### src/drt_consts.vh
`ifndef DRT_CONSTS_VH
`define DRT_CONSTS_VH

// ----------------------------------------------------------------
// Register indices (byte address is four times the index)
// ----------------------------------------------------------------
`define DRT_IDX_CLK0       8'h00
`define DRT_IDX_RELOAD0    8'h02
`define DRT_IDX_COUNT0     8'h04
`define DRT_IDX_CTRL0      8'h06
`define DRT_IDX_INT0       8'h08
`define DRT_IDX_CLK1       8'h20
`define DRT_IDX_RELOAD1    8'h22
`define DRT_IDX_COUNT1     8'h24
`define DRT_IDX_CTRL1      8'h26
`define DRT_IDX_INT1       8'h28
`define DRT_IDX_STATUS     8'h30
`define DRT_IDX_MASK       8'h32
`define DRT_CH_STRIDE      8'h20

// ----------------------------------------------------------------
// Field positions
// ----------------------------------------------------------------
`define DRT_CTRL_RUN_BIT     0
`define DRT_CTRL_PRESET_BIT  1
`define DRT_CTRL_MODE_BIT    4
`define DRT_INT_FLAG_BIT     0
`define DRT_INT_ENABLE_BIT   8

// ----------------------------------------------------------------
// Reset values and encodings
// ----------------------------------------------------------------
`define DRT_DIV_RESET      4'h0
`define DRT_DIV_RESERVED   4'hf
`define DRT_RELOAD_RESET   8'h00
`define DRT_MODE_REPEAT    1'b0
`define DRT_MODE_ONESHOT   1'b1
`define DRT_PRESCALE_W     14

`endif

### src/drt_prescaler.v
`timescale 1ns/100ps
`include "drt_consts.vh"

// Free-running divider chain shared by both channels
module drt_prescaler #(
    parameter WIDTH = `DRT_PRESCALE_W
) (
    // Clock and reset
    input  wire             clk,
    input  wire             resetn,
    // Divider chain state
    output reg  [WIDTH-1:0] preCount
);

    always @(posedge clk) begin
        if (!resetn) begin
            preCount <= {WIDTH{1'b0}};
        end else begin
            preCount <= preCount + {{(WIDTH-1){1'b0}}, 1'b1};
        end
    end

endmodule

### src/drt_channel.v
`timescale 1ns/100ps
`include "drt_consts.vh"

module drt_channel #(
    parameter CNT_W = 8,
    parameter PRE_W = `DRT_PRESCALE_W
) (
    // Clock and reset
    input  wire             clk,
    input  wire             resetn,
    // Shared divider chain
    input  wire [PRE_W-1:0] preCount,
    // Configuration
    input  wire [3:0]       divSel,
    input  wire [CNT_W-1:0] reloadVal,
    input  wire             oneShot,
    // Control strobes
    input  wire             presetPulse,
    input  wire             runSet,
    input  wire             runClear,
    // State
    output reg  [CNT_W-1:0] count_reg,
    output reg              running_reg,
    output reg              underflow_reg
);

    reg [PRE_W-1:0] tickMask;
    wire            countTick;
    integer         i;

    // Tick once every 2^divSel clocks; the reserved code never ticks
    always @* begin
        tickMask = {PRE_W{1'b0}};
        for (i = 0; i < PRE_W; i = i + 1) begin
            if (i < divSel) begin
                tickMask[i] = 1'b1; // see RULE_04
            end
        end
    end

    assign countTick = (divSel != `DRT_DIV_RESERVED) &&
                       ((preCount & tickMask) == tickMask);

    always @(posedge clk) begin
        if (!resetn) begin
            count_reg     <= {CNT_W{1'b0}};
            running_reg   <= 1'b0;
            underflow_reg <= 1'b0;
        end else begin
            underflow_reg <= 1'b0;
            if (runSet) begin
                running_reg <= 1'b1; // see RULE_12
            end else if (runClear) begin
                running_reg <= 1'b0; // see RULE_12
            end
            if (presetPulse) begin
                count_reg <= reloadVal; // see RULE_11
            end else if (running_reg && countTick) begin
                if (count_reg == {CNT_W{1'b0}}) begin
                    underflow_reg <= 1'b1; // see RULE_02
                    count_reg     <= reloadVal; // see RULE_08
                    // Self-stop loses only to a run write in the same cycle
                    if (oneShot && !runSet) begin
                        running_reg <= 1'b0; // see RULE_10
                    end
                end else begin
                    count_reg <= count_reg - {{(CNT_W-1){1'b0}}, 1'b1}; // see RULE_15
                end
            end
        end
    end

endmodule

### src/drt_timer_top.v
// Decided for this implementation: the register offsets and the APB interface to the registers.
`timescale 1ns/100ps
`include "drt_consts.vh"

// Operation
// RULE_01: Two independent channels, each with 8-bit down counter and 8-bit reload.
// RULE_02: Running channel counts down from reload and flags every underflow.
// RULE_03: Underflow feeds both the interrupt path and the serial clock output.
// RULE_04: Divider select 0x0..0xe gives 1/1..1/16384; 0xf reserved; reset 0x0.
// RULE_05: Software stops a channel before changing its divider select.
// RULE_06: Software enables the peripheral clock before running any channel.
// RULE_07: Mode bit 0 selects repeat mode, the reset default; 1 selects one-shot.
// RULE_08: Repeat mode reloads on underflow and keeps counting until stopped.
// RULE_09: Writing 1 to the mode bit gives one underflow per start.
// RULE_10: One-shot mode reloads on underflow, then clears running by itself.
// RULE_11: Writing 1 to the preset bit copies reload value into the counter.
// RULE_12: Run bit 1 starts counting; 0 stops and holds the count.
// RULE_13: Underflow sets the flag; request raised only while enable is 1.
// RULE_14: Writing 1 clears the flag; software clears it before enabling.
// RULE_15: Counter drops once per tick; underflow on the tick at 0x00.

module drt_timer_top #(
    parameter ADDR_W = 12,
    parameter CNT_W  = 8
) (
    // Clock and reset
    input  wire              clk,
    input  wire              resetn,
    // APB slave
    input  wire              psel,
    input  wire              penable,
    input  wire              pwrite,
    input  wire [ADDR_W-1:0] paddr,
    input  wire [31:0]       pwdata,
    output reg  [31:0]       prdata_reg,
    output reg               pready_reg,
    output reg               pslverr_reg,
    // Interrupt controller side
    output reg  [1:0]        irqReq_reg,
    output reg               irq_reg,
    // Serial interface transfer clocks
    output wire              serialClk0,
    output wire              serialClk1
);

    // ----------------------------------------------------------------
    // Software-visible state
    // ----------------------------------------------------------------
    reg  [3:0]       divSel_reg    [0:1];
    reg  [CNT_W-1:0] reload_reg    [0:1];
    reg  [1:0]       oneShot_reg;
    reg  [1:0]       flag_reg;
    reg  [1:0]       enable_reg;
    reg  [1:0]       flag_next;

    wire [`DRT_PRESCALE_W-1:0] preCount;
    wire [CNT_W-1:0]           countVal   [0:1];
    wire [1:0]                 running;
    wire [1:0]                 underflow;

    // ----------------------------------------------------------------
    // APB decode
    // ----------------------------------------------------------------
    wire [7:0] regIdx;
    wire       idxAligned;
    wire       setupPhase;
    wire       accessDone;
    wire       wrAccess;
    wire       chSel;
    wire [7:0] chIdx;
    reg        idxMapped;
    reg [31:0] readMux;

    assign idxAligned = (paddr[1:0] == 2'h0);
    assign regIdx     = paddr[9:2];
    assign setupPhase = psel && !penable;
    assign accessDone = psel && penable && pready_reg;
    assign wrAccess   = accessDone && pwrite && !pslverr_reg;
    // Channel 1 mirrors channel 0 one stride up
    assign chSel      = (regIdx >= `DRT_CH_STRIDE) && (regIdx < `DRT_IDX_STATUS);
    assign chIdx      = chSel ? (regIdx - `DRT_CH_STRIDE) : regIdx;

    always @* begin
        case (regIdx)
            `DRT_IDX_CLK0, `DRT_IDX_RELOAD0, `DRT_IDX_COUNT0,
            `DRT_IDX_CTRL0, `DRT_IDX_INT0,
            `DRT_IDX_CLK1, `DRT_IDX_RELOAD1, `DRT_IDX_COUNT1,
            `DRT_IDX_CTRL1, `DRT_IDX_INT1,
            `DRT_IDX_STATUS, `DRT_IDX_MASK: idxMapped = idxAligned &&
                                             (paddr[ADDR_W-1:10] == {(ADDR_W-10){1'b0}});
            default: idxMapped = 1'b0;
        endcase
    end

    // ----------------------------------------------------------------
    // Read multiplexer
    // ----------------------------------------------------------------
    always @* begin
        readMux = 32'h0000_0000;
        case (chIdx)
            `DRT_IDX_CLK0: begin
                readMux[3:0] = divSel_reg[chSel];
            end
            `DRT_IDX_RELOAD0: begin
                readMux[CNT_W-1:0] = reload_reg[chSel];
            end
            `DRT_IDX_COUNT0: begin
                readMux[CNT_W-1:0] = countVal[chSel];
            end
            `DRT_IDX_CTRL0: begin
                // Preset bit is a strobe and reads back as zero
                readMux[`DRT_CTRL_RUN_BIT]  = running[chSel];
                readMux[`DRT_CTRL_MODE_BIT] = oneShot_reg[chSel];
            end
            `DRT_IDX_INT0: begin
                readMux[`DRT_INT_FLAG_BIT]   = flag_reg[chSel];
                readMux[`DRT_INT_ENABLE_BIT] = enable_reg[chSel];
            end
            `DRT_IDX_STATUS: begin
                readMux[1:0] = flag_reg;
            end
            `DRT_IDX_MASK: begin
                readMux[1:0] = enable_reg;
            end
            default: begin
                readMux = 32'h0000_0000;
            end
        endcase
        if (!idxMapped) begin
            readMux = 32'h0000_0000;
        end
    end

    // ----------------------------------------------------------------
    // APB response: one access cycle, data captured in setup
    // ----------------------------------------------------------------
    always @(posedge clk) begin
        if (!resetn) begin
            prdata_reg  <= 32'h0000_0000;
            pready_reg  <= 1'b0;
            pslverr_reg <= 1'b0;
        end else begin
            pready_reg  <= setupPhase;
            pslverr_reg <= setupPhase && !idxMapped;
            if (setupPhase) begin
                prdata_reg <= pwrite ? 32'h0000_0000 : readMux;
            end
        end
    end

    // ----------------------------------------------------------------
    // Per-channel configuration writes
    // ----------------------------------------------------------------
    wire [1:0] wrClk;
    wire [1:0] wrReload;
    wire [1:0] wrCtrl;
    wire [1:0] wrInt;
    wire       wrStatus;
    wire       wrMask;

    assign wrStatus = wrAccess && (regIdx == `DRT_IDX_STATUS);
    assign wrMask   = wrAccess && (regIdx == `DRT_IDX_MASK);

    genvar ch;
    generate
        for (ch = 0; ch < 2; ch = ch + 1) begin : gChan
            assign wrClk[ch]    = wrAccess && (chSel == ch) && (chIdx == `DRT_IDX_CLK0);
            assign wrReload[ch] = wrAccess && (chSel == ch) && (chIdx == `DRT_IDX_RELOAD0);
            assign wrCtrl[ch]   = wrAccess && (chSel == ch) && (chIdx == `DRT_IDX_CTRL0);
            assign wrInt[ch]    = wrAccess && (chSel == ch) && (chIdx == `DRT_IDX_INT0);

            always @(posedge clk) begin
                if (!resetn) begin
                    divSel_reg[ch]  <= `DRT_DIV_RESET; // see RULE_04
                    reload_reg[ch]  <= `DRT_RELOAD_RESET;
                    oneShot_reg[ch] <= `DRT_MODE_REPEAT; // see RULE_07
                end else begin
                    // Divider change while running shifts the next tick phase
                    if (wrClk[ch]) begin
                        divSel_reg[ch] <= pwdata[3:0]; // see RULE_04
                    end
                    if (wrReload[ch]) begin
                        reload_reg[ch] <= pwdata[CNT_W-1:0];
                    end
                    if (wrCtrl[ch]) begin
                        oneShot_reg[ch] <= pwdata[`DRT_CTRL_MODE_BIT]; // see RULE_09
                    end
                end
            end

            drt_channel #(
                .CNT_W (CNT_W),
                .PRE_W (`DRT_PRESCALE_W)
            ) uChannel (
                .clk           (clk),
                .resetn        (resetn),
                .preCount      (preCount),
                .divSel        (divSel_reg[ch]),
                .reloadVal     (reload_reg[ch]),
                .oneShot       (oneShot_reg[ch]),
                .presetPulse   (wrCtrl[ch] && pwdata[`DRT_CTRL_PRESET_BIT]), // see RULE_11
                .runSet        (wrCtrl[ch] && pwdata[`DRT_CTRL_RUN_BIT]),
                .runClear      (wrCtrl[ch] && !pwdata[`DRT_CTRL_RUN_BIT]),
                .count_reg     (countVal[ch]),
                .running_reg   (running[ch]),
                .underflow_reg (underflow[ch])
            ); // see RULE_01
        end
    endgenerate

    // ----------------------------------------------------------------
    // Shared count clock divider
    // ----------------------------------------------------------------
    drt_prescaler #(
        .WIDTH (`DRT_PRESCALE_W)
    ) uPrescaler (
        .clk      (clk),
        .resetn   (resetn),
        .preCount (preCount)
    );

    // ----------------------------------------------------------------
    // Flags, enables and interrupt outputs
    // ----------------------------------------------------------------
    integer k;

    always @* begin
        flag_next = flag_reg;
        for (k = 0; k < 2; k = k + 1) begin
            if ((wrInt[k] && pwdata[`DRT_INT_FLAG_BIT]) || (wrStatus && pwdata[k])) begin
                flag_next[k] = 1'b0; // see RULE_14
            end
            // A new underflow beats a clear in the same cycle
            if (underflow[k]) begin
                flag_next[k] = 1'b1; // see RULE_13
            end
        end
    end

    always @(posedge clk) begin
        if (!resetn) begin
            flag_reg   <= 2'h0;
            enable_reg <= 2'h0;
            irqReq_reg <= 2'h0;
            irq_reg    <= 1'b0;
        end else begin
            flag_reg <= flag_next;
            if (wrInt[0]) begin
                enable_reg[0] <= pwdata[`DRT_INT_ENABLE_BIT];
            end else if (wrInt[1]) begin
                enable_reg[1] <= pwdata[`DRT_INT_ENABLE_BIT];
            end else if (wrMask) begin
                enable_reg <= pwdata[1:0];
            end
            irqReq_reg <= flag_reg & enable_reg; // see RULE_13
            irq_reg    <= |(flag_reg & enable_reg); // see RULE_03
        end
    end

    // ----------------------------------------------------------------
    // Serial transfer clocks: one-cycle underflow pulses, flop driven
    // ----------------------------------------------------------------
    assign serialClk0 = underflow[0]; // see RULE_03
    assign serialClk1 = underflow[1]; // see RULE_03

endmodule

### config.mk
export PLATFORM = sky130hd
export DESIGN_NAME = drt_timer_top
export DESIGN_NICKNAME = d
export VERILOG_FILES = /design/src/drt_prescaler.v /design/src/drt_channel.v /design/src/drt_timer_top.v
export VERILOG_INCLUDE_DIRS = /design/src
export SDC_FILE = /design/constraint.sdc
export NUM_CORES = 1
export LEC_CHECK = 0
export ABC_CLOCK_PERIOD_IN_PS = 2150
export BUFFER_PORTS_ARGS = -buffer_cell sky130_fd_sc_hd__buf_2
export CAP_MARGIN = 0
export CELL_PAD_IN_SITES_DETAIL_PLACEMENT = 0
export CELL_PAD_IN_SITES_GLOBAL_PLACEMENT = 1
export CORE_MARGIN = 5
export CORE_UTILIZATION = 38
export DETAILED_ROUTE_END_ITERATION = 16
export PLACE_DENSITY = 0.83
export SLEW_MARGIN = 5
export SYNTH_ARGS = -nofsm -noshare
export SYNTH_HDL_FRONTEND = slang
export SYNTH_HIERARCHICAL = 1
export SYNTH_SLANG_ARGS = --single-unit
export TNS_END_PERCENT = 50
### constraint.sdc
create_clock -name clk -period 2.15 [get_ports clk]
set_input_delay 0.1075 -clock clk [delete_from_list [all_inputs] [get_ports clk]]
set_output_delay 0.1075 -clock clk [all_outputs]
set_load 0.1 [all_outputs]
==> results of run 1 <==
-- timing repair --
action	4_1_cts	5_1_grt
endpoints found under the setup margin	0	8
setup buffers	0	2
resized for setup	0	6
-- metal layers --
| layer | up-vias | GRT usage |
|---|---|---|
| met1 | 2134 | 0.248 |
| met4 | 0 | 0.0630 |
| li1 | 2186 | - |
| met2 | 176 | 0.296 |
| met5 | - | 0 |
| met3 | 16 | 0.0341 |
-- power by group through the flow --
stage | Clock, mW | Sequential [mW] | Combinational [mW]
after floorplan | 0 | 1.59 | 0.306
after global placement | 0 | 1.59 | 0.373
after detailed placement | 0 | 1.59 | 0.377
after CTS | 1.60 | 1.56 | 0.378
after global routing | 1.66 | 1.56 | 0.403
final | 1.58 | 1.56 | 0.381
-- stage by stage --
| step | util | setup TNS (ps) |
|---|---|---|
| after floorplan | - | -12.8 |
| after global placement | 0.426 | 0 |
| after detailed placement | 0.426 | 0 |
| after CTS | 0.450 | 0 |
| after global routing | 0.454 | -34.0 |
| final | 0.454 | 0 |
-- placed cells by master (no fill, tap or decap), drive strengths merged, types with 11 or more instances in the layout --
master and instances:
a21oi 44, nand2 56, nand2b 11, and2 29, buf 83, nor4 13, o21ai 40, inv 25
mux2i 14, or4 11, edfxtp 24, conb 23, nand3 16, nor2 36, nor3 18, dfxtp 54
-- synthesized netlist by cell type, types with 3 or more instances --
cell type  instances
a211oi_1           3
a21oi_1           44
a22oi_1            6
a311oi_1           4
a31oi_1            5
a32o_1             4
and2_1            29
and3_1             9
buf_4             24
buf_6              4
clkbuf_1          16
dfxtp_1           54
edfxtp_1          24
ha_1               4
inv_1             23
mux2i_1           14
nand2_1           56
nand2b_1          11
nand3_1           14
nand4_1            4
nor2_1            34
nor2b_1            9
nor3_1            14
nor4_1            12
o2111ai_1          3
o21ai_0           37
o21ai_1            3
o21bai_1           4
o22ai_1            3
o2bb2ai_1          5
o31ai_1            7
or3_1              7
or4_1              8
or4_4              3
-- critical path: stages, from the launching register on --
cell and delay, ps:
edfxtp_1 510, nor2_2 220, o21ai_0 100, nor3_1 230, o211ai_2 210, buf_4 180, or4_1 470, nand3_1 80
-- area by class of cell --
| cell class | instances | area, sq um |
|---|---|---|
| clock buffer | 9 | 225 |
| clock inverter | 7 | 81.3 |
| fill | 1263 | 6840 |
| inverter | 23 | 86.3 |
| multi-input combinational | 436 | 2730 |
| sequential | 78 | 1810 |
| tap | 172 | 215 |
| timing repair buffer | 83 | 528 |
-- cell families after synthesis --
group           after synthesis  share of synthesized area
fa+ha+maj                     4                     0.0104
simple gates                239                      0.286
mux                          15                     0.0338
compound gates              152                      0.210
flops                        78                      0.375
other cells                   1                   0.000780
xor+xnor                      3                    0.00546
buf+inv                      69                     0.0793
-- worst paths after layout --
kind                                                 end  slack, ps                      startpoint  cells past startpoint
max reg2reg  gChan[1].uChannel/count_reg[2]$_SDFFE_PN0P_         90  divSel_reg[1][0]$_SDFFCE_PN0P_                      7
min                       reload_reg[0][6]$_SDFFCE_PN0P_         50                       pwdata[6]                      2
min reg2reg                   prdata_reg[4]$_SDFFE_PN0P_        460      prdata_reg[4]$_SDFFE_PN0P_                      2
max          gChan[1].uChannel/count_reg[2]$_SDFFE_PN0P_         90  divSel_reg[1][0]$_SDFFCE_PN0P_                      7
==> reports/results.ini, run 1 <==
[detailed_routing]
dr_total_vias=4512
wl_met2_mm=6.51
post_drt_via_cell_ratio=5.58
wirelength_mm=13.5
dr.pass1.iters=7
drtIter0Drc=252
ant_nets=0
wl_per_cell_um=16.8
wl_met1_mm=6.00
top_layer_used=met4
met3_length_um=816
drc=0

[power_and_ir_drop]
clkPwrFrac=0.448
p_leak_nw=2.19
combPwrFrac=0.108
p_switching_mw=0.994
peakVddDrop_mv=0.431
p_int_mw=2.52
power_mw=3.51
switching_share=0.283
powerDensity_nw_per_um2=619
seq_power_share=0.443

[synthesis]
ys_ff_latch=78
synth.area.top_cells=dfxtp_1 (22%), edfxtp_1 (15%), a21oi_1 (4.6%)
yosys_warnings=6
synth_area_sq_um=4810
ys_seq_area_frac=0.375
syn_avg_cell_area_sq_um=8.57
ys_async_sr_fraction=0
synth_ff_type=dfxtp_1
synth_cell_types=74
syn-instance-count=561
yosysTopAreaCell=dfxtp_1
synth_top_area_frac=0.225
synth_edf_count=24

[hold_path]
hold_path_class=in -> reg

[layout]
n_antenna_cell=0
layout-drive-gt1-share=0.212
final_nets=684
syn_to_final_growth_pct=18.1
final_cell_count_no_fill=808
final_area_sq_um=5680

[placement]
dp.cells=790
port_buffers=41
gp_congestion=0.907
placed_area_sq_um=5330
dp_slack_ps=8.97
hpwl_mm=10.3

[timing]
relSlewSlack=0.610
period_share=0.957
finClkSkew_ps=8.92
fmax_mhz=486
hold_viol=0
slew_violations=0
setup_ws_ps=92.4
worst_slew_pin_slew_ps=579
setup_viol=0
rsz0062_at_grt=true
period_needed_ps=2060
whs_ps=54.9

[global_route]
antenna_found_initial=0
grt_pass1_wl_mm=21.7
grt_max_degree=28
grt_pass1_vias=4149
grt_overflow=0
grt_use_total=0.184

[floorplanning]
dieArea_sq_um=15000
die_h_um=123
io_pins=88
die_w_um=123
initial_core_util=0.384
coreArea_sq_um=12500
fp-row-count=41

[setup_path]
endpoint_kind=flop
critPathRequiredTime_ps=2430
start_kind=flop
cp_max_fo=7
crit_arrival_ps=2340
worst-setup-path-type=reg -> reg

[clock_tree]
cts.path.max_buffers=2
htree_levels=3
cts_tree=done
hold_buffers=0
cts.sinks=78
clock_latency_ps=340
root_buffer=clkbuf_16
clkTransAtPathRegs_ps=60
numCtsBuffers=9

[flow_run]
cap_violations=0

[outcome]
status=finished, final reports clean

(Power assumes the default switching activity.)
==> run 2, diff against run 1 <==
--- a/config.mk
+++ b/config.mk
@@ -6,15 +6,15 @@
 export SDC_FILE = /design/constraint.sdc
 export NUM_CORES = 1
 export LEC_CHECK = 0
-export ABC_CLOCK_PERIOD_IN_PS = 2150
+export ABC_CLOCK_PERIOD_IN_PS = 2050
 export BUFFER_PORTS_ARGS = -buffer_cell sky130_fd_sc_hd__buf_2
 export CAP_MARGIN = 0
 export CELL_PAD_IN_SITES_DETAIL_PLACEMENT = 0
 export CELL_PAD_IN_SITES_GLOBAL_PLACEMENT = 1
 export CORE_MARGIN = 5
-export CORE_UTILIZATION = 38
+export CORE_UTILIZATION = 42
 export DETAILED_ROUTE_END_ITERATION = 16
-export PLACE_DENSITY = 0.83
+export PLACE_DENSITY = 0.86
 export SLEW_MARGIN = 5
 export SYNTH_ARGS = -nofsm -noshare
 export SYNTH_HDL_FRONTEND = slang
==> constraint.sdc (replaced) <==
create_clock -name clk -period 2.05 [get_ports clk]
set_input_delay 0.1025 -clock clk [delete_from_list [all_inputs] [get_ports clk]]
set_output_delay 0.1025 -clock clk [all_outputs]
set_load 0.1 [all_outputs]
==> reports/results.ini, run 2 (synthesis gave the netlist of run 1 again) <==
[detailed_routing]
dr.pass1.iters=5
ant_nets=0
post_drt_via_cell_ratio=5.78
wl_per_cell_um=16.9
dr_total_vias=4680
drc=0
wirelength_mm=13.7
drtIter0Drc=311

[placement]
dp.cells=789
hpwl_mm=10.5
port_buffers=41
gp_congestion=0.905

[power_and_ir_drop]
peakVddDrop_mv=0.461
p_switching_mw=1.03
powerDensity_nw_per_um2=622
seq_power_share=0.441
p_int_mw=2.66
switching_share=0.279
combPwrFrac=0.115
power_mw=3.69
clkPwrFrac=0.444
p_leak_nw=2.35

[layout]
syn_to_final_growth_pct=23.4
final_cell_mix=buf_4 (69), nand2_1 (56), dfxtp_1 (52), a21oi_1 (44), buf_2 (41)
layout_commonest_cell=buf_4
final_nets=714
utilization=0.524
final.fill_count=1021
final_cell_count_no_fill=809
n_antenna_cell=0
layout-drive-gt1-share=0.258

[clock_tree]
root_buffer=clkbuf_16
clock_latency_ps=330
htree_levels=3
numCtsBuffers=9
clkTransAtPathRegs_ps=70
cts.sinks=78
cts.path.max_buffers=2
cts_tree=done
hold_buffers=0

[timing]
slew_violations=0
setup_viol=0
fmax_mhz=492
relSlewSlack=0.538
period_needed_ps=2030
worst_slew_pin_slew_ps=685
finalSetupTns_ps=0
finClkSkew_ps=8.87
rsz0062_at_grt=true
hold_viol=0
whs_ps=48.8
period_share=0.992

[global_route]
use_met2=0.345
grt_busiest_layer=met2
grt_overflow=0
grt_use_total=0.204
grt_max_degree=45
grt_pass1_wl_mm=22.1
grt_pass1_vias=4444
antenna_found_initial=0
grt_use_met3=0.0339
grtUsageMet1=0.258

[floorplanning]
fp-row-count=39
dieArea_sq_um=13700
coreArea_sq_um=11300
initial_core_util=0.425
die_w_um=117
io_pins=88
die_h_um=117

[setup_path]
cp_max_fo=5
crit_arrival_ps=2260
endpoint_kind=flop
worst-setup-path-type=reg -> reg
path_delay_family=compound AO/OA/AOI/OAI gates
start_kind=flop
critPathRequiredTime_ps=2270
max_stage_delay_ps=460
slowest_stage=edfxtp_1
crit_chain=buf_4 > nor3b_2 > o21ai_0 > a21oi_1 > o211ai_2 > or3_2 > a32o_1
cp_num_buf_inv=1

[hold_path]
hold_path_class=in -> reg

[flow_run]
cap_violations=0

[outcome]
status=finished, final reports clean

[run 2: changes by cell type in the layout (fill, tap and decap cells not counted), sizes merged]
cell,previous run,this run
inv,25,27
clkinvlp,1,0
clkinv,3,2
buf,83,113
[run 2: final timing paths]
| check | start | to | slack, ps | depth (start not counted) |
|---|---|---|---|---|
| max | divSel_reg[0][0]$_SDFFCE_PN0P_ | gChan[0].uChannel/count_reg[4]$_SDFFE_PN0P_ | 20 | 7 |
| min | pwdata[4] | oneShot_reg[0]$_SDFFE_PN0P_ | 50 | 3 |
| max reg2reg | divSel_reg[0][0]$_SDFFCE_PN0P_ | gChan[0].uChannel/count_reg[4]$_SDFFE_PN0P_ | 20 | 7 |
| min reg2reg | prdata_reg[1]$_SDFFE_PN0P_ | prdata_reg[1]$_SDFFE_PN0P_ | 470 | 2 |
[run 2: final cells by class]
cell class | instances | area (sq um) | share of cell area
clock inverters | 7 | 78.8 | 0.0133
flip-flops and latches | 78 | 1810 | 0.305
inverters | 23 | 86.3 | 0.0146
well taps | 143 | 179 | 0.0302
multi-input cells | 436 | 2780 | 0.469
repair buffers | 113 | 774 | 0.131
clock buffers | 9 | 225 | 0.0380
[run 2: per-layer routing]
metal | part of all wire | vias to the layer above
li1 | - | 2243
met1 | 0.42 | 2219
met2 | 0.48 | 188
met3 | 0.067 | 30
met4 | 0.032 | 0
met5 | 0 | -
[run 2: tightest hold or removal path, delay by kind of cell]
kind,cells,cell delay (ps)
buffers and inverters,1,130
AND/OR/NAND/NOR,1,60
AO/OA/AOI/OAI,1,50
[run 2: timing repair]
action,in CTS,in global routing
resized for setup,0,7
endpoints found under the hold margin,0,0
setup buffers,3,1
endpoints found under the setup margin,3,18
pin swaps,1,3
[run 2: power groups by stage]
| stage | Sequential (mW) | Clock [mW] | Combinational, mW |
|---|---|---|---|
| floorplan | 1.67 | 0 | 0.324 |
| global placement | 1.66 | 0 | 0.409 |
| detailed placement | 1.66 | 0 | 0.416 |
| CTS | 1.63 | 1.65 | 0.420 |
| global route | 1.63 | 1.72 | 0.449 |
| finish | 1.63 | 1.64 | 0.425 |
[run 2: per-stage QoR]
step	setup slack [ps]	cell area, sq um
2_1_floorplan	2.92	4960
3_3_place_gp	-209	5570
3_5_place_dp	-187	5570
4_1_cts	21.7	5890
5_1_grt	-76.7	5930
6_report	15.9	5930
